**src/sfcp_pkg.sv**
```systemverilog
// shared constants and types for the serial flash command and protect block
package sfcp_pkg;

	// ------------------------------------------------------------
	// opcodes
	// ------------------------------------------------------------
	localparam logic [7:0] OP_WRITE_UNLOCK = 8'h06;
	localparam logic [7:0] OP_WRITE_LOCK = 8'h04;
	localparam logic [7:0] OP_RD_STATUS_LO = 8'h05;
	localparam logic [7:0] OP_RD_STATUS_HI = 8'h35;
	localparam logic [7:0] OP_WR_STATUS = 8'h01;
	localparam logic [7:0] OP_WR_STATUS_HI = 8'h31;
	localparam logic [7:0] OP_READ = 8'h03;
	localparam logic [7:0] OP_FAST_READ = 8'h0b;
	localparam logic [7:0] OP_DUAL_READ = 8'h3b;
	localparam logic [7:0] OP_PAGE_ERASE = 8'h81;
	localparam logic [7:0] OP_SECTOR_ERASE = 8'h20;
	localparam logic [7:0] OP_HALF_ERASE = 8'h52;
	localparam logic [7:0] OP_BLOCK_ERASE = 8'hd8;
	localparam logic [7:0] OP_CHIP_ERASE_A = 8'hc7;
	localparam logic [7:0] OP_CHIP_ERASE_B = 8'h60;
	localparam logic [7:0] OP_PROGRAM = 8'h02;
	localparam logic [7:0] OP_SEC_ERASE = 8'h44;
	localparam logic [7:0] OP_SEC_PROGRAM = 8'h42;
	localparam logic [7:0] OP_SEC_READ = 8'h48;
	localparam logic [7:0] OP_POWER_DOWN = 8'hb9;
	localparam logic [7:0] OP_RELEASE = 8'hab;
	localparam logic [7:0] OP_ID_READ = 8'h90;
	localparam logic [7:0] OP_IDENT = 8'h9f;
	localparam logic [7:0] OP_RESET_ENABLE = 8'h66;
	localparam logic [7:0] OP_RESET = 8'h99;

	// ------------------------------------------------------------
	// byte counts, including the opcode byte, and the index of the last bit of a byte
	// ------------------------------------------------------------
	localparam logic [2:0] HDR_NONE = 3'h1;
	localparam logic [2:0] HDR_ADDR = 3'h4;
	localparam logic [2:0] HDR_DUMMY = 3'h5;
	localparam logic [2:0] STATUS_ONE = 3'h2;
	localparam logic [2:0] STATUS_TWO = 3'h3;
	localparam logic [2:0] LAST_BIT = 3'h7;

	// ------------------------------------------------------------
	// protected region tops, index is the protect range code, then security register address fields
	// ------------------------------------------------------------
	localparam logic [7:1][23:0] PROT_LIMIT = {24'h07ffff, 24'h03ffff, 24'h05ffff,
		24'h06ffff, 24'h077fff, 24'h07bfff, 24'h07dfff};
	localparam logic [7:0] SEC_TOP = 8'h00;
	localparam logic [3:0] SEC_REG_ONE = 4'h1;
	localparam logic [3:0] SEC_REG_TWO = 4'h2;
	localparam logic [3:0] SEC_MID = 4'h0;

	// ------------------------------------------------------------
	// types
	// ------------------------------------------------------------
	typedef enum logic [3:0] {AOP_NONE = 4'h0, AOP_PROG_LOAD = 4'h1, AOP_PROG_COMMIT = 4'h2,
		AOP_PROG_ABORT = 4'h3, AOP_ERASE_PAGE = 4'h4, AOP_ERASE_SECTOR = 4'h5,
		AOP_ERASE_HALF = 4'h6, AOP_ERASE_BLOCK = 4'h7, AOP_ERASE_CHIP = 4'h8,
		AOP_SEC_ERASE = 4'h9, AOP_STATUS_WRITE = 4'ha} sfcp_aop_type;
	typedef struct packed {
		logic valid;
		logic sec;
		sfcp_aop_type op;
		logic [23:0] addr;
		logic [7:0] data;
	} sfcp_req_type;
	typedef struct packed {
		logic cs_n;
		logic sclk;
		logic lane0;
		logic wp_n;
	} sfcp_pins_type;
	typedef enum logic [4:0] {ST_IDLE = 5'h01, ST_OPCODE = 5'h02, ST_BODY = 5'h04,
		ST_OUT = 5'h08, ST_IGNORE = 5'h10} sfcp_state_type;

endpackage : sfcp_pkg

```
**src/sfcp_core.sv**
```systemverilog
// command decode, write gating and protection of the serial flash
`timescale 1ns/1ps

module sfcp_core #(
	parameter logic [7:0] MAKER_CODE = 8'h5a, // arbitrary value
	parameter logic [7:0] PART_CODE = 8'h21, // arbitrary value
	parameter logic [7:0] IDENT_HIGH = 8'h44, // arbitrary value
	parameter logic [7:0] IDENT_LOW = 8'h31 // arbitrary value
) (
	// clock and reset
	input wire logic clk,
	input wire logic reset,
	// serial pins
	input wire logic chip_select_n,
	input wire logic serial_clock,
	input wire logic dual_lane_zero_in,
	input wire logic dual_lane_one_in,
	input wire logic write_protect_n,
	output logic dual_lane_zero_out,
	output logic dual_lane_zero_oe_n,
	output logic dual_lane_one_out,
	output logic dual_lane_one_oe_n,
	// array engine
	input wire logic busy_flag,
	input wire logic [7:0] array_rd_data,
	output logic [23:0] array_rd_addr,
	output sfcp_pkg::sfcp_req_type array_req,
	// status view
	output logic write_latch,
	output logic [2:0] protect_range,
	output logic status_lock_bit,
	output logic [1:0] otp_lock,
	output logic deep_power_down
);

	// ------------------------------------------------------------
	// decode helpers
	// ------------------------------------------------------------
	function automatic logic [2:0] hdr_len(input logic [7:0] code);
		case (code)
			sfcp_pkg::OP_READ, sfcp_pkg::OP_ID_READ, sfcp_pkg::OP_RELEASE:
				hdr_len = sfcp_pkg::HDR_ADDR;
			sfcp_pkg::OP_FAST_READ, sfcp_pkg::OP_DUAL_READ, sfcp_pkg::OP_SEC_READ:
				hdr_len = sfcp_pkg::HDR_DUMMY;
			default:
				hdr_len = sfcp_pkg::HDR_NONE;
		endcase
	endfunction : hdr_len

	function automatic logic is_read(input logic [7:0] code);
		case (code)
			sfcp_pkg::OP_RD_STATUS_LO, sfcp_pkg::OP_RD_STATUS_HI, sfcp_pkg::OP_READ,
			sfcp_pkg::OP_FAST_READ, sfcp_pkg::OP_DUAL_READ, sfcp_pkg::OP_SEC_READ,
			sfcp_pkg::OP_ID_READ, sfcp_pkg::OP_RELEASE, sfcp_pkg::OP_IDENT:
				is_read = 1'b1;
			default:
				is_read = 1'b0;
		endcase
	endfunction : is_read

	function automatic logic is_known(input logic [7:0] code);
		case (code)
			sfcp_pkg::OP_WRITE_UNLOCK, sfcp_pkg::OP_WRITE_LOCK, sfcp_pkg::OP_WR_STATUS,
			sfcp_pkg::OP_WR_STATUS_HI, sfcp_pkg::OP_PAGE_ERASE, sfcp_pkg::OP_SECTOR_ERASE,
			sfcp_pkg::OP_HALF_ERASE, sfcp_pkg::OP_BLOCK_ERASE, sfcp_pkg::OP_CHIP_ERASE_A,
			sfcp_pkg::OP_CHIP_ERASE_B, sfcp_pkg::OP_PROGRAM, sfcp_pkg::OP_SEC_ERASE,
			sfcp_pkg::OP_SEC_PROGRAM, sfcp_pkg::OP_POWER_DOWN, sfcp_pkg::OP_RESET_ENABLE,
			sfcp_pkg::OP_RESET:
				is_known = 1'b1;
			default:
				is_known = is_read(code);
		endcase
	endfunction : is_known

	function automatic logic prot_hit(input logic [23:0] a, input logic [2:0] range);
		prot_hit = (range != 3'h0) && (a <= sfcp_pkg::PROT_LIMIT[range]);
	endfunction : prot_hit

	// ------------------------------------------------------------
	// pin synchronisers and edge detect
	// ------------------------------------------------------------
	sfcp_pkg::sfcp_pins_type pin_meta;
	sfcp_pkg::sfcp_pins_type pin_sync;
	logic sclk_prev;
	logic cs_prev;
	wire sfcp_pkg::sfcp_pins_type pin_raw = {chip_select_n, serial_clock, dual_lane_zero_in,
		write_protect_n};

	always_ff @(posedge clk or posedge reset)
		if (reset)
		begin
			pin_meta <= 4'h9;
			pin_sync <= 4'h9;
			sclk_prev <= 1'b0;
			cs_prev <= 1'b1;
		end
		else
		begin
			pin_meta <= pin_raw;
			pin_sync <= pin_meta;
			sclk_prev <= pin_sync.sclk;
			cs_prev <= pin_sync.cs_n;
		end

	wire sclk_rise = pin_sync.sclk & ~sclk_prev;
	wire sclk_fall = ~pin_sync.sclk & sclk_prev;
	wire cs_fall = ~pin_sync.cs_n & cs_prev;
	wire cs_rise = pin_sync.cs_n & ~cs_prev;
	wire wp_high = pin_sync.wp_n;

	// ------------------------------------------------------------
	// input shifting and counting
	// ------------------------------------------------------------
	sfcp_pkg::sfcp_state_type state;
	sfcp_pkg::sfcp_state_type next_state;
	logic [2:0] bit_cnt;
	logic [2:0] byte_cnt;
	logic [7:0] shift_in;
	logic [7:0] op;
	logic [23:0] addr;
	logic [7:0] status_lo_in;
	logic [7:0] status_hi_in;
	logic [7:0] prog_off;
	logic reset_armed;

	wire receiving = (state == sfcp_pkg::ST_OPCODE) | (state == sfcp_pkg::ST_BODY);
	wire [7:0] in_byte = {shift_in[6:0], pin_sync.lane0};
	wire byte_done = sclk_rise & receiving & (bit_cnt == sfcp_pkg::LAST_BIT);
	wire [2:0] next_byte_cnt = (byte_cnt == 3'h7) ? byte_cnt : byte_cnt + 3'h1;
	wire addr_byte = (byte_cnt >= sfcp_pkg::HDR_NONE) & (byte_cnt < sfcp_pkg::HDR_ADDR);
	wire [23:0] next_addr = (byte_done & addr_byte) ? {addr[15:0], in_byte} : addr;
	wire aligned = (bit_cnt == 3'h0) & (byte_cnt != 3'h0);
	wire opcode_ok = is_known(in_byte) & (~deep_power_down | (in_byte == sfcp_pkg::OP_RELEASE));

	always_ff @(posedge clk or posedge reset)
		if (reset)
		begin
			bit_cnt <= 3'h0;
			byte_cnt <= 3'h0;
			shift_in <= 8'h00;
		end
		else if (cs_fall)
		begin
			bit_cnt <= 3'h0;
			byte_cnt <= 3'h0;
		end
		else if (sclk_rise & receiving)
		begin
			bit_cnt <= bit_cnt + 3'h1;
			shift_in <= in_byte;
			if (byte_done)
				byte_cnt <= next_byte_cnt;
		end

	always_ff @(posedge clk or posedge reset)
		if (reset)
		begin
			op <= 8'h00;
			addr <= 24'h000000;
			status_lo_in <= 8'h00;
			status_hi_in <= 8'h00;
		end
		else if (byte_done)
		begin
			if (state == sfcp_pkg::ST_OPCODE)
				op <= in_byte;
			addr <= next_addr;
			if (byte_cnt == sfcp_pkg::HDR_NONE)
				status_lo_in <= in_byte;
			if (byte_cnt == sfcp_pkg::STATUS_ONE)
				status_hi_in <= in_byte;
		end

	// ------------------------------------------------------------
	// command state machine
	// ------------------------------------------------------------
	always_comb
	begin
		next_state = state;
		unique case (state)
			sfcp_pkg::ST_IDLE:
				if (cs_fall)
					next_state = sfcp_pkg::ST_OPCODE;
			sfcp_pkg::ST_OPCODE:
				if (byte_done)
				begin
					if (!opcode_ok)
						next_state = sfcp_pkg::ST_IGNORE;
					else if (is_read(in_byte) && hdr_len(in_byte) == sfcp_pkg::HDR_NONE)
						next_state = sfcp_pkg::ST_OUT;
					else
						next_state = sfcp_pkg::ST_BODY;
				end
			sfcp_pkg::ST_BODY:
				if (byte_done && is_read(op) && next_byte_cnt == hdr_len(op))
					next_state = sfcp_pkg::ST_OUT;
			sfcp_pkg::ST_OUT, sfcp_pkg::ST_IGNORE:
				next_state = state;
			default:
				next_state = sfcp_pkg::ST_IDLE;
		endcase
		if (cs_rise)
			next_state = sfcp_pkg::ST_IDLE;
	end

	always_ff @(posedge clk or posedge reset)
		if (reset)
			state <= sfcp_pkg::ST_IDLE;
		else
			state <= next_state;

	// ------------------------------------------------------------
	// write decisions at deselect, program loads at each received data byte
	// ------------------------------------------------------------
	wire in_body = state == sfcp_pkg::ST_BODY;
	wire exec = cs_rise & in_body & aligned;
	wire is_prog = (op == sfcp_pkg::OP_PROGRAM) | (op == sfcp_pkg::OP_SEC_PROGRAM);
	wire is_sec = (op == sfcp_pkg::OP_SEC_PROGRAM) | (op == sfcp_pkg::OP_SEC_ERASE);
	wire sec_reg1 = addr[15:12] == sfcp_pkg::SEC_REG_ONE;
	wire sec_reg2 = addr[15:12] == sfcp_pkg::SEC_REG_TWO;
	wire sec_ok = (addr[23:16] == sfcp_pkg::SEC_TOP) & (addr[11:8] == sfcp_pkg::SEC_MID) &
		((sec_reg1 & ~otp_lock[0]) | (sec_reg2 & ~otp_lock[1]));
	wire write_ok = write_latch & ~busy_flag;
	wire area_ok = is_sec ? sec_ok : ~prot_hit(addr, protect_range);
	wire prog_ok = write_ok & area_ok;
	wire is_erase = (op == sfcp_pkg::OP_PAGE_ERASE) | (op == sfcp_pkg::OP_SECTOR_ERASE) |
		(op == sfcp_pkg::OP_HALF_ERASE) | (op == sfcp_pkg::OP_BLOCK_ERASE) |
		(op == sfcp_pkg::OP_SEC_ERASE);
	wire is_chip = (op == sfcp_pkg::OP_CHIP_ERASE_A) | (op == sfcp_pkg::OP_CHIP_ERASE_B);
	wire do_erase = exec & is_erase & (byte_cnt == sfcp_pkg::HDR_ADDR) & prog_ok;
	wire do_chip = exec & is_chip & (byte_cnt == sfcp_pkg::HDR_NONE) & write_ok &
		(protect_range == 3'h0);
	wire has_data = byte_cnt >= sfcp_pkg::HDR_DUMMY;
	wire do_commit = exec & is_prog & has_data & prog_ok;
	wire do_abort = cs_rise & in_body & ~aligned & is_prog & has_data & prog_ok;
	wire do_load = byte_done & in_body & is_prog & (byte_cnt >= sfcp_pkg::HDR_ADDR) & prog_ok;
	wire sr_lo_valid = (op == sfcp_pkg::OP_WR_STATUS) &
		((byte_cnt == sfcp_pkg::STATUS_ONE) | (byte_cnt == sfcp_pkg::STATUS_TWO));
	wire sr_hi_valid = ((op == sfcp_pkg::OP_WR_STATUS) & (byte_cnt == sfcp_pkg::STATUS_TWO)) |
		((op == sfcp_pkg::OP_WR_STATUS_HI) & (byte_cnt == sfcp_pkg::STATUS_ONE));
	wire [7:0] sr_hi_byte = (op == sfcp_pkg::OP_WR_STATUS_HI) ? status_lo_in : status_hi_in;
	wire hw_locked = status_lock_bit & ~wp_high;
	wire do_status = exec & (sr_lo_valid | sr_hi_valid) & write_ok & ~hw_locked;
	wire do_unlock = exec & (op == sfcp_pkg::OP_WRITE_UNLOCK) & (byte_cnt == sfcp_pkg::HDR_NONE);
	wire do_lock = exec & (op == sfcp_pkg::OP_WRITE_LOCK) & (byte_cnt == sfcp_pkg::HDR_NONE);
	wire do_sleep = exec & (op == sfcp_pkg::OP_POWER_DOWN) & (byte_cnt == sfcp_pkg::HDR_NONE);
	wire do_wake = cs_rise & (in_body | (state == sfcp_pkg::ST_OUT)) &
		(op == sfcp_pkg::OP_RELEASE);
	wire do_arm = exec & (op == sfcp_pkg::OP_RESET_ENABLE) & (byte_cnt == sfcp_pkg::HDR_NONE);
	wire do_reset = exec & (op == sfcp_pkg::OP_RESET) & (byte_cnt == sfcp_pkg::HDR_NONE) &
		reset_armed;
	wire write_done = do_erase | do_chip | do_commit | do_status;
	wire [7:0] next_off = do_load ? prog_off + 8'h01 : prog_off;

	sfcp_pkg::sfcp_req_type next_req;
	always_comb
	begin
		next_req = '0;
		next_req.sec = is_sec;
		next_req.addr = addr;
		next_req.data = in_byte;
		if (do_status)
		begin
			next_req.op = sfcp_pkg::AOP_STATUS_WRITE;
			next_req.addr = {8'h00, sr_hi_byte, status_lo_in};
		end
		else if (do_chip)
			next_req.op = sfcp_pkg::AOP_ERASE_CHIP;
		else if (do_commit)
			next_req.op = sfcp_pkg::AOP_PROG_COMMIT;
		else if (do_abort)
			next_req.op = sfcp_pkg::AOP_PROG_ABORT;
		else if (do_load)
		begin
			next_req.op = sfcp_pkg::AOP_PROG_LOAD;
			next_req.addr = {addr[23:8], addr[7:0] + prog_off};
		end
		else if (do_erase)
		begin
			unique case (op)
				sfcp_pkg::OP_PAGE_ERASE: next_req.op = sfcp_pkg::AOP_ERASE_PAGE;
				sfcp_pkg::OP_SECTOR_ERASE: next_req.op = sfcp_pkg::AOP_ERASE_SECTOR;
				sfcp_pkg::OP_HALF_ERASE: next_req.op = sfcp_pkg::AOP_ERASE_HALF;
				sfcp_pkg::OP_BLOCK_ERASE: next_req.op = sfcp_pkg::AOP_ERASE_BLOCK;
				default: next_req.op = sfcp_pkg::AOP_SEC_ERASE;
			endcase
		end
		next_req.valid = next_req.op != sfcp_pkg::AOP_NONE;
	end

	always_ff @(posedge clk or posedge reset)
		if (reset)
		begin
			array_req <= '0;
			prog_off <= 8'h00;
		end
		else
		begin
			array_req <= next_req;
			prog_off <= cs_fall ? 8'h00 : next_off;
		end

	// ------------------------------------------------------------
	// latch, status bits and power state
	// ------------------------------------------------------------
	always_ff @(posedge clk or posedge reset)
		if (reset)
		begin
			write_latch <= 1'b0;
			deep_power_down <= 1'b0;
			reset_armed <= 1'b0;
		end
		else
		begin
			if (do_unlock)
				write_latch <= 1'b1;
			else if (do_lock | write_done | do_reset)
				write_latch <= 1'b0;
			if (do_sleep)
				deep_power_down <= 1'b1;
			else if (do_wake | do_reset)
				deep_power_down <= 1'b0;
			if (cs_rise & (state != sfcp_pkg::ST_IDLE))
				reset_armed <= do_arm;
		end

	always_ff @(posedge clk or posedge reset)
		if (reset)
		begin
			protect_range <= 3'h0;
			status_lock_bit <= 1'b0;
			otp_lock <= 2'h0;
		end
		else if (do_status)
		begin
			if (sr_lo_valid & wp_high)
			begin
				protect_range <= status_lo_in[4:2];
				status_lock_bit <= status_lo_in[7];
			end
			if (sr_hi_valid)
				otp_lock <= otp_lock | sr_hi_byte[4:3];
		end

	// ------------------------------------------------------------
	// output shifting
	// ------------------------------------------------------------
	logic [7:0] out_shift;
	logic [2:0] out_pos;
	logic [1:0] out_idx;
	wire dual = op == sfcp_pkg::OP_DUAL_READ;
	wire [7:0] status_lo = {status_lock_bit, 2'b00, protect_range, write_latch, busy_flag};
	wire [7:0] status_hi = {3'b000, otp_lock, 3'b000};
	wire [7:0] id90_byte = out_idx[0] ? PART_CODE : MAKER_CODE;
	wire [7:0] ident_byte = (out_idx == 2'h0) ? MAKER_CODE :
		(out_idx == 2'h1) ? IDENT_HIGH : IDENT_LOW;
	wire [7:0] src_byte = (op == sfcp_pkg::OP_RD_STATUS_LO) ? status_lo :
		(op == sfcp_pkg::OP_RD_STATUS_HI) ? status_hi :
		(op == sfcp_pkg::OP_ID_READ) ? id90_byte :
		(op == sfcp_pkg::OP_RELEASE) ? PART_CODE :
		(op == sfcp_pkg::OP_IDENT) ? ident_byte : array_rd_data;
	wire load = out_pos == 3'h0;
	wire [7:0] cur_byte = load ? src_byte : out_shift;
	wire [2:0] hi_bit = 3'h7 - out_pos;
	wire [2:0] lo_bit = 3'h6 - out_pos;
	wire [2:0] step = dual ? 3'h2 : 3'h1;
	wire [1:0] next_idx = ((op == sfcp_pkg::OP_IDENT) && out_idx == 2'h2) ? 2'h0 : out_idx + 2'h1;
	wire out_fall = sclk_fall & (state == sfcp_pkg::ST_OUT);
	wire enter_out = (next_state == sfcp_pkg::ST_OUT) & (state != sfcp_pkg::ST_OUT);

	always_ff @(posedge clk or posedge reset)
		if (reset)
		begin
			out_shift <= 8'h00;
			out_pos <= 3'h0;
			out_idx <= 2'h0;
			array_rd_addr <= 24'h000000;
		end
		else if (enter_out)
		begin
			out_pos <= 3'h0;
			out_idx <= 2'h0;
			array_rd_addr <= next_addr;
		end
		else if (out_fall)
		begin
			out_pos <= out_pos + step;
			if (load)
			begin
				out_shift <= src_byte;
				out_idx <= next_idx;
				array_rd_addr <= array_rd_addr + 24'h000001;
			end
		end

	always_ff @(posedge clk or posedge reset)
		if (reset)
		begin
			dual_lane_one_out <= 1'b0;
			dual_lane_zero_out <= 1'b0;
			dual_lane_one_oe_n <= 1'b1;
			dual_lane_zero_oe_n <= 1'b1;
		end
		else
		begin
			dual_lane_one_oe_n <= state != sfcp_pkg::ST_OUT;
			dual_lane_zero_oe_n <= !((state == sfcp_pkg::ST_OUT) && dual);
			if (out_fall)
			begin
				dual_lane_one_out <= cur_byte[hi_bit];
				dual_lane_zero_out <= cur_byte[lo_bit];
			end
		end
endmodule : sfcp_core

```
**config.mk**
```make
export PLATFORM = sky130hd
export DESIGN_NAME = sfcp_core
export DESIGN_NICKNAME = d
export VERILOG_FILES = /design/src/sfcp_pkg.sv /design/src/sfcp_core.sv
export SDC_FILE = /design/constraint.sdc
export NUM_CORES = 1
export LEC_CHECK = 0
export BUFFER_PORTS_ARGS = -buffer_cell sky130_fd_sc_hd__buf_2
export CAP_MARGIN = 20
export CORE_MARGIN = 2
export CORE_UTILIZATION = 30
export DETAILED_ROUTE_END_ITERATION = 10
export PLACE_DENSITY_LB_ADDON = 0.12
export SETUP_SLACK_MARGIN = 0.1
export SLEW_MARGIN = 20
export SYNTH_ARGS = -nofsm -noshare
export SYNTH_HDL_FRONTEND = slang
export SYNTH_SLANG_ARGS = --single-unit
```
**constraint.sdc**
```tcl
create_clock -name clk -period 6.8 [get_ports clk]
set_input_delay 0.34 -clock clk [delete_from_list [all_inputs] [get_ports clk]]
set_output_delay 0.34 -clock clk [all_outputs]
set_load 0.02 [all_outputs]
```
; ---- Word-level counts from Yosys, hierarchy flattened
; Memory sizes are Yosys's and may differ from the RTL's.
; Index checks and enable logic that the tools add are counted.
[totals]
wordCells = 331
ramBits = 0
mem_count = 1
register_bits = 172
output_inout_bits = 74
romBits = 192
latch_bits = 0
[classes]
n_div = 0
order_cmp = 8
eq_ne = 70
addsub = 9
n_mux = 70
n_bitwise = 95
shift = 0
multipliers = 0
n_reduce_logical = 40
[memory_table]
columns = memory, words, width, read_ports, rd_clocked_by_memory_dff, write_ports, line_no
row1 = (no name shown), 8, 24, 1, 0, 0, sfcp_core.sv:76  ; prot_hit = (range != 3'h0) && (a <= sfcp_pkg::PROT_LIMIT[range]);
[op_table]
columns = cell, count
row1 = "8-bit == test, second input constant", 16
row2 = 24-bit two-way mux, 5
row3 = 8-bit two-way mux, 13
row4 = "8-bit by 7-bit == test with 1-bit output, second input constant", 12
row5 = "8-bit by 6-bit == test with 1-bit output, second input constant", 8
row6 = 1-bit bitwise AND, 60
row7 = "8-bit by 3-bit == test with 1-bit output, second input constant", 6
row8 = 3-bit two-way mux, 12
row9 = "8-bit by 2-bit == test with 1-bit output, second input constant", 4
row10 = 28-bit two-way mux, 1
row11 = 5-bit two-way mux, 5
row12 = "24-bit by 1-bit adder with 24-bit output, second input constant", 1
row13 = 24-bit <= comparator, 1
row14 = 4-bit two-way mux, 6
row15 = 7-bit two-way mux, 3
row16 = 1-bit bitwise OR, 20
row17 = 5-bit one-hot mux with 4 select lines, 1
row18 = 2-bit AND reduction, 9
row19 = 9-bit OR reduction, 2
row20 = "8-bit by 1-bit == test with 1-bit output, second input constant", 2
row21 = "8-bit by 4-bit == test with 1-bit output, second input constant", 2
row22 = 4-bit one-hot mux with 4 select lines, 1
row23 = 16-bit OR reduction, 1
row24 = 1-bit two-way mux, 14
row25 = 41 further kinds, 87

; ---- Depth between registers and ports, before layout
[logic_depth]
depth_word = 19
depth_mapped = 12
mapped_depth_nobuf = 10

; ---- Least setup slack after synthesis
; No wires, ideal clock.
[synth_timing]
path_type = flip-flop to flip-flop
from = register protect_range[1]
to = register prog_off[2]
synth_period_minus_slack_ns = 2.704
t_arrival_ns = 2.584
setup_slack_ns = 4.096
n_path_buf = 1
stages_incl_launch_ff = 11
required_time_ns = 6.680
path_cell_list = dfrtp_1 clkbuf_1 nor3b_1 ha_1 nand4_1 nor4_1 and4_1 o21ba_2 a2111oi_4 a21oi_1 a31o_1
[synth_between]
elab_chain_len = 9
elab_cells_between_ends = 10
classes_between = 1 x order compare / 2 x mux / 3 x bitwise / 3 x reduce/logical / 1 x memory
[synth_lines]
columns = element, line_no
row1 = from (decl), sfcp_core.sv:30  ; output logic [2:0] protect_range,
row2 = from (signal assigned), sfcp_core.sv:338  ; protect_range <= status_lo_in[4:2];
row3 = memory 8 x 24 bit, -
row4 = 24-bit two-way mux (not written as such), sfcp_core.sv:76
row5 = 24-bit <= comparator, sfcp_core.sv:76
row6 = 1-bit logical AND (*), sfcp_core.sv:76
row7 = 1-bit NOT (*), sfcp_core.sv:224  ; wire area_ok = is_sec ? sec_ok : ~prot_hit(addr, protect_range);
row8 = 1-bit two-way mux (*), sfcp_core.sv:224
row9 = 1-bit bitwise AND (*), sfcp_core.sv:225  ; wire prog_ok = write_ok & area_ok;
row10 = 1-bit bitwise AND (*), sfcp_core.sv:236  ; wire do_load = byte_done & in_body & is_prog & (byte_cnt >= sfcp_pkg::HDR_ADDR) & prog_ok;
row11 = 2-bit nonzero test (no source line) (*), -
row12 = to (signal assigned), sfcp_core.sv:300  ; prog_off <= cs_fall ? 8'h00 : next_off;
row13 = to (decl), sfcp_core.sv:123  ; logic [7:0] prog_off;
; Every way passes the cells marked *; elsewhere a longest branch is shown, timed or not. The select of a mux whose other input is x is not followed.
; A chain may end at the register's enable or synchronous reset.

; ---- Worst setup path after layout
[layout_timing]
from = register out_pos[0]
to = register array_rd_addr[15]
[layout_between]
elab_chain_len = 3
[layout_lines]
columns = element, line_no
row1 = from (decl), sfcp_core.sv:349  ; logic [2:0] out_pos;
row2 = from (signal assigned), sfcp_core.sv:387  ; out_pos <= out_pos + step;
row3 = 3-bit zero test, sfcp_core.sv:362  ; wire load = out_pos == 3'h0;
row4 = 2-bit nonzero test (no source line), -
row5 = 2-bit AND reduction (no source line), -
row6 = to (signal assigned), sfcp_core.sv:383  ; array_rd_addr <= next_addr;
row7 = to (signal assigned), sfcp_core.sv:392  ; array_rd_addr <= array_rd_addr + 24'h000001;
row8 = to (decl), sfcp_core.sv:26  ; output logic [23:0] array_rd_addr,
; Every way passes these cells.

==> metrics.txt <==
# TYPE chip_impl_metric gauge
chip_impl_info{name="status",value="complete, but fails checks"} 1
chip_impl_info{name="failed_checks",value="hold timing"} 1
chip_impl_metric{name="detail_route.first_pass.iterations",unit=""} 5
chip_impl_info{name="cp_cell_sequence",value="inv_1 -> ha_1 -> nor2b_1 -> nand4_1 -> buf_4 -> nor3_1 -> nand3_1 -> or2_2 -> and3_1 -> a211o_1"} 1
chip_impl_metric{name="tightest_slew_margin_relative_to_the_limit",unit=""} 0.384
chip_impl_metric{name="cts_hold_buffers",unit=""} 4
chip_impl_metric{name="fmax",unit="MHz"} 246
chip_impl_metric{name="timing.final.ws_setup",unit="ns"} 2.73
chip_impl_metric{name="die_x",unit="µm"} 182
chip_impl_metric{name="number_of_slew_limit_violations_in_the_final_report",unit=""} 0
chip_impl_metric{name="placementRows",unit=""} 65
chip_impl_metric{name="critical_path.max_stage_delay",unit="ns"} 0.73
chip_impl_info{name="synth_largest_area_cell",value="sky130_fd_sc_hd__dfrtp_1"} 1
chip_impl_metric{name="remaining_drc_errors",unit=""} 0
chip_impl_metric{name="worstMarginPinSlew",unit="ns"} 0.900
chip_impl_metric{name="grt.overflow.total",unit=""} 0
chip_impl_metric{name="clockBufferDepth",unit=""} 2
chip_impl_metric{name="clk-insertion-delay-late",unit="ns"} 0.45
chip_impl_info{name="post-synth-top-count-cell",value="sky130_fd_sc_hd__dfrtp_1"} 1
chip_impl_metric{name="p_leak",unit="µW"} 0.00527
chip_impl_metric{name="syn_inst",unit=""} 979
chip_impl_metric{name="skew",unit="ns"} 0.0152
chip_impl_metric{name="area_of_the_core",unit="µm²"} 31500
chip_impl_metric{name="dpl_worst_slack",unit="ns"} 2.72
chip_impl_metric{name="area_growth",unit="%"} 14.8
chip_impl_metric{name="netlist-cell-type-count",unit=""} 83
chip_impl_metric{name="via_density",unit=""} 5.30
chip_impl_metric{name="start_util",unit=""} 0.304
chip_impl_info{name="synth.top_cells.by_area",value="sky130_fd_sc_hd__dfrtp_1, sky130_fd_sc_hd__mux2_2, sky130_fd_sc_hd__nand2_1"} 1
chip_impl_metric{name="synthArstFlopShare",unit=""} 1.00
chip_impl_metric{name="htreeDepth",unit=""} 4
chip_impl_info{name="synth_common_cells",value="sky130_fd_sc_hd__dfrtp_1, sky130_fd_sc_hd__nand2_1, sky130_fd_sc_hd__nor2_1, sky130_fd_sc_hd__o21ai_0, sky130_fd_sc_hd__mux2_2"} 1
chip_impl_metric{name="critical_path_buf_inv_count",unit=""} 2
chip_impl_info{name="endpoint_kind",value="flip-flop"} 1
chip_impl_metric{name="initial_antenna_violation_count",unit=""} 0
chip_impl_info{name="worst-setup-path-type",value="flip-flop to flip-flop"} 1
chip_impl_metric{name="yosys-mux-area-fraction",unit=""} 0.0854
chip_impl_metric{name="irDropWorstVdd",unit="V"} 0.000164
chip_impl_metric{name="ctsResizeCount",unit=""} 0
chip_impl_metric{name="number_of_top_level_pins",unit=""} 90
chip_impl_metric{name="antenna-diode-count",unit=""} 0
chip_impl_info{name="rsz0062_at_grt",value="no"} 1
chip_impl_metric{name="count_of_flip_flops_with_a_built_in_enable_after_synthesis",unit=""} 0
chip_impl_metric{name="die_y",unit="µm"} 182
chip_impl_metric{name="postCtsSetupBuffers",unit=""} 0
chip_impl_info{name="library_cell_contributing_the_largest_single_delay_on_the_critical_path",value="sky130_fd_sc_hd__nor2b_1"} 1
chip_impl_metric{name="worstPathRequired",unit="ns"} 7.13
chip_impl_metric{name="synth-xor-area-share",unit=""} 0.0165
chip_impl_metric{name="tritoncts.num_buffers",unit=""} 17
chip_impl_metric{name="grt_first_pass_wirelength",unit="mm"} 45.3
chip_impl_metric{name="first_global_vias",unit=""} 7539
chip_impl_metric{name="power-per-cell-area",unit="nW/µm²"} 202
chip_impl_metric{name="synth-seq-cells",unit=""} 172
chip_impl_metric{name="synth.top_cell.area_share",unit=""} 0.430
chip_impl_metric{name="detail_route.wl_per_cell",unit="µm"} 20.1
chip_impl_metric{name="globalRouteTotalUtil",unit=""} 0.179
chip_impl_metric{name="final.setup.tns",unit="ns"} 0
chip_impl_metric{name="drt-initial-drc-count",unit=""} 526
chip_impl_info{name="crit_path_start_kind",value="flip-flop"} 1
chip_impl_metric{name="synth.avg_cell_area",unit="µm²"} 9.76
chip_impl_metric{name="cp_data_arrival_time",unit="ns"} 4.40
chip_impl_info{name="yosys_most_used_dff",value="sky130_fd_sc_hd__dfrtp_1"} 1
chip_impl_metric{name="yosysWarnings",unit=""} 0
chip_impl_metric{name="setup_viol",unit=""} 0
chip_impl_metric{name="totalPowerFinal",unit="µW"} 2220
chip_impl_metric{name="finish.net_count",unit=""} 1088
chip_impl_metric{name="simple_gate_fraction_of_synth_area",unit=""} 0.226
chip_impl_metric{name="max_capacitance_violation_count",unit=""} 0
chip_impl_info{name="cts_root_buf",value="sky130_fd_sc_hd__clkbuf_16"} 1
chip_impl_metric{name="place.gp.congestion",unit=""} 0.926
chip_impl_info{name="combinational_family_with_the_most_area_after_synthesis",value="simple AND/OR/NAND/NOR gates"} 1
chip_impl_info{name="cts_tree",value="done"} 1
chip_impl_metric{name="via_count",unit=""} 7741
chip_impl_metric{name="clk_pin_slew_worst_paths",unit="ns"} 0.08
chip_impl_metric{name="synth_fa_ha_area_frac",unit=""} 0.0369
chip_impl_metric{name="critPathMaxFanout",unit=""} 13
chip_impl_metric{name="synth_fp_nets",unit=""} 1022
chip_impl_metric{name="cts_num_sinks",unit=""} 172
chip_impl_metric{name="port_buffer_count",unit=""} 88
chip_impl_metric{name="netlist_area",unit="µm²"} 9550
chip_impl_metric{name="grt_max_degree",unit=""} 77
chip_impl_info{name="critical_path.top_delay_family",value="simple AND/OR/NAND/NOR gates"} 1
chip_impl_metric{name="sequential_fraction_of_the_synthesis_area",unit=""} 0.452
chip_impl_metric{name="ratio_of_cells_with_drive_above_1_in_the_final_layout",unit=""} 0.201
chip_impl_metric{name="count_of_antenna_violating_nets_left_after_detailed_routing",unit=""} 0
chip_impl_metric{name="synth_compound_gate_area_share",unit=""} 0.149
chip_impl_metric{name="route.final.wire_length",unit="mm"} 29.3
chip_impl_metric{name="hold-worst-slack",unit="ns"} -0.00751
chip_impl_metric{name="final_period_minus_worst_setup_slack",unit="ns"} 4.07
chip_impl_metric{name="finalHoldViolCount",unit=""} 6
chip_impl_metric{name="floorplan.die_area",unit="µm²"} 33300
chip_impl_info{name="holdCritPathClass",value="input pin to asynchronous set/reset pin"} 1
chip_impl_metric{name="detailedPlacementHpwl",unit="mm"} 21.0
chip_impl_metric{name="post-route-period-util",unit=""} 0.598
==> cell type report <==
| type | instances | area (µm²) |
|---|---|---|
| repair buffers | 101 | 548 |
| clock buffers | 18 | 439 |
| inverters | 25 | 98.8 |
| well taps | 402 | 503 |
| clock inverters | 14 | 150 |
| fillers | 3213 | 20500 |
| multi-input cells | 728 | 4910 |
| flip-flops and latches | 172 | 4310 |
==> worst paths after layout <==
| path | cells past startpoint | slack (ns) | endpoint | from |
|---|---|---|---|---|
| worst max-delay path | 10 | 2.73 | array_rd_addr[15] | out_pos[0] |
| worst min-delay path | 2 | -0.008 | status_hi_in[1] | reset |
| worst max register to register | 10 | 2.73 | array_rd_addr[15] | out_pos[0] |
| worst min register to register | 0 | 0.36 | wp_high | pin_meta[0] |
| max in group asynchronous | 3 | 5.62 | array_rd_addr[17] | reset |
| min in group clk | 3 | 0.24 | out_shift[0] | busy_flag |
==> worst reg2reg max path, stage by stage, from the launching register on <==
cell	delay [ns]
sky130_fd_sc_hd__dfrtp_1	0.53
sky130_fd_sc_hd__inv_1	0.23
sky130_fd_sc_hd__ha_1	0.21
sky130_fd_sc_hd__nor2b_1	0.73
sky130_fd_sc_hd__nand4_1	0.55
sky130_fd_sc_hd__buf_4	0.37
sky130_fd_sc_hd__nor3_1	0.35
sky130_fd_sc_hd__nand3_1	0.18
sky130_fd_sc_hd__or2_2	0.36
sky130_fd_sc_hd__and3_1	0.19
sky130_fd_sc_hd__a211o_1	0.26
==> metal layers <==
layer  global-route usage  share of wire  up-vias
li1                     -              -     3711
met1                0.243           0.46     3834
met2                0.300           0.49      177
met3               0.0321          0.037       19
met4               0.0381          0.012        0
met5                    0              0        -
==> placed cells by master (no fill, tap or decap), types with 16 or more instances in the layout <==
cell / instances
sky130_fd_sc_hd__nor2_1: 87
sky130_fd_sc_hd__nand3_1: 31
sky130_fd_sc_hd__mux2i_1: 23
sky130_fd_sc_hd__buf_2: 88
sky130_fd_sc_hd__nand4_1: 16
sky130_fd_sc_hd__mux2_2: 51
sky130_fd_sc_hd__dfrtp_1: 164
sky130_fd_sc_hd__o21ai_0: 56
sky130_fd_sc_hd__inv_1: 22
sky130_fd_sc_hd__clkbuf_16: 17
sky130_fd_sc_hd__nor3_1: 26
sky130_fd_sc_hd__ha_1: 25
sky130_fd_sc_hd__nand2_1: 97
sky130_fd_sc_hd__a21oi_1: 27
==> sequential cells by signal, indices dropped and copies added (netlist names), 2 cells and up <==
| register | flops |
|---|---|
| status_hi_in | 8 |
| byte_cnt | 3 |
| otp_lock | 2 |
| status_lo_in | 8 |
| addr | 24 |
| out_idx | 2 |
| out_shift | 8 |
| protect_range | 3 |
| prog_off | 8 |
| bit_cnt | 3 |
| op | 8 |
| pin_meta | 4 |
| shift_in | 7 |
| out_pos | 3 |
| pin_sync | 2 |
| array_req | 38 |
| state | 5 |
| array_rd_addr | 24 |
==> cells by family after synthesis <==
group | Yosys count
AO/OA/AOI/OAI | 205
AND/OR/NAND/NOR | 403
adder cells (fa/ha/maj) | 27
multiplexers | 75
flip-flops | 172
buffers and inverters | 79
XOR/XNOR | 18
==> report_power, final <==
| part | internal (µW) | total, µW | switching [µW] | leakage, µW |
|---|---|---|---|---|
| clock network | 502 | 988 | 486 | 0.000288 |
| logic | 56.3 | 158 | 102 | 0.00267 |
| registers | 1040 | 1070 | 32.1 | 0.00231 |
==> stage by stage <==
| stage | std cells | area [µm²] | utilization |
|---|---|---|---|
| final | 1460 | 11000 | 0.348 |
| after global routing | 1460 | 11000 | 0.348 |
| after detailed placement | 1424 | 10300 | 0.328 |
| after global placement | 1424 | 10300 | 0.328 |
| after CTS | 1460 | 11000 | 0.348 |
| after floorplan | 979 | 9550 | - |
(Power assumes the default switching activity.)
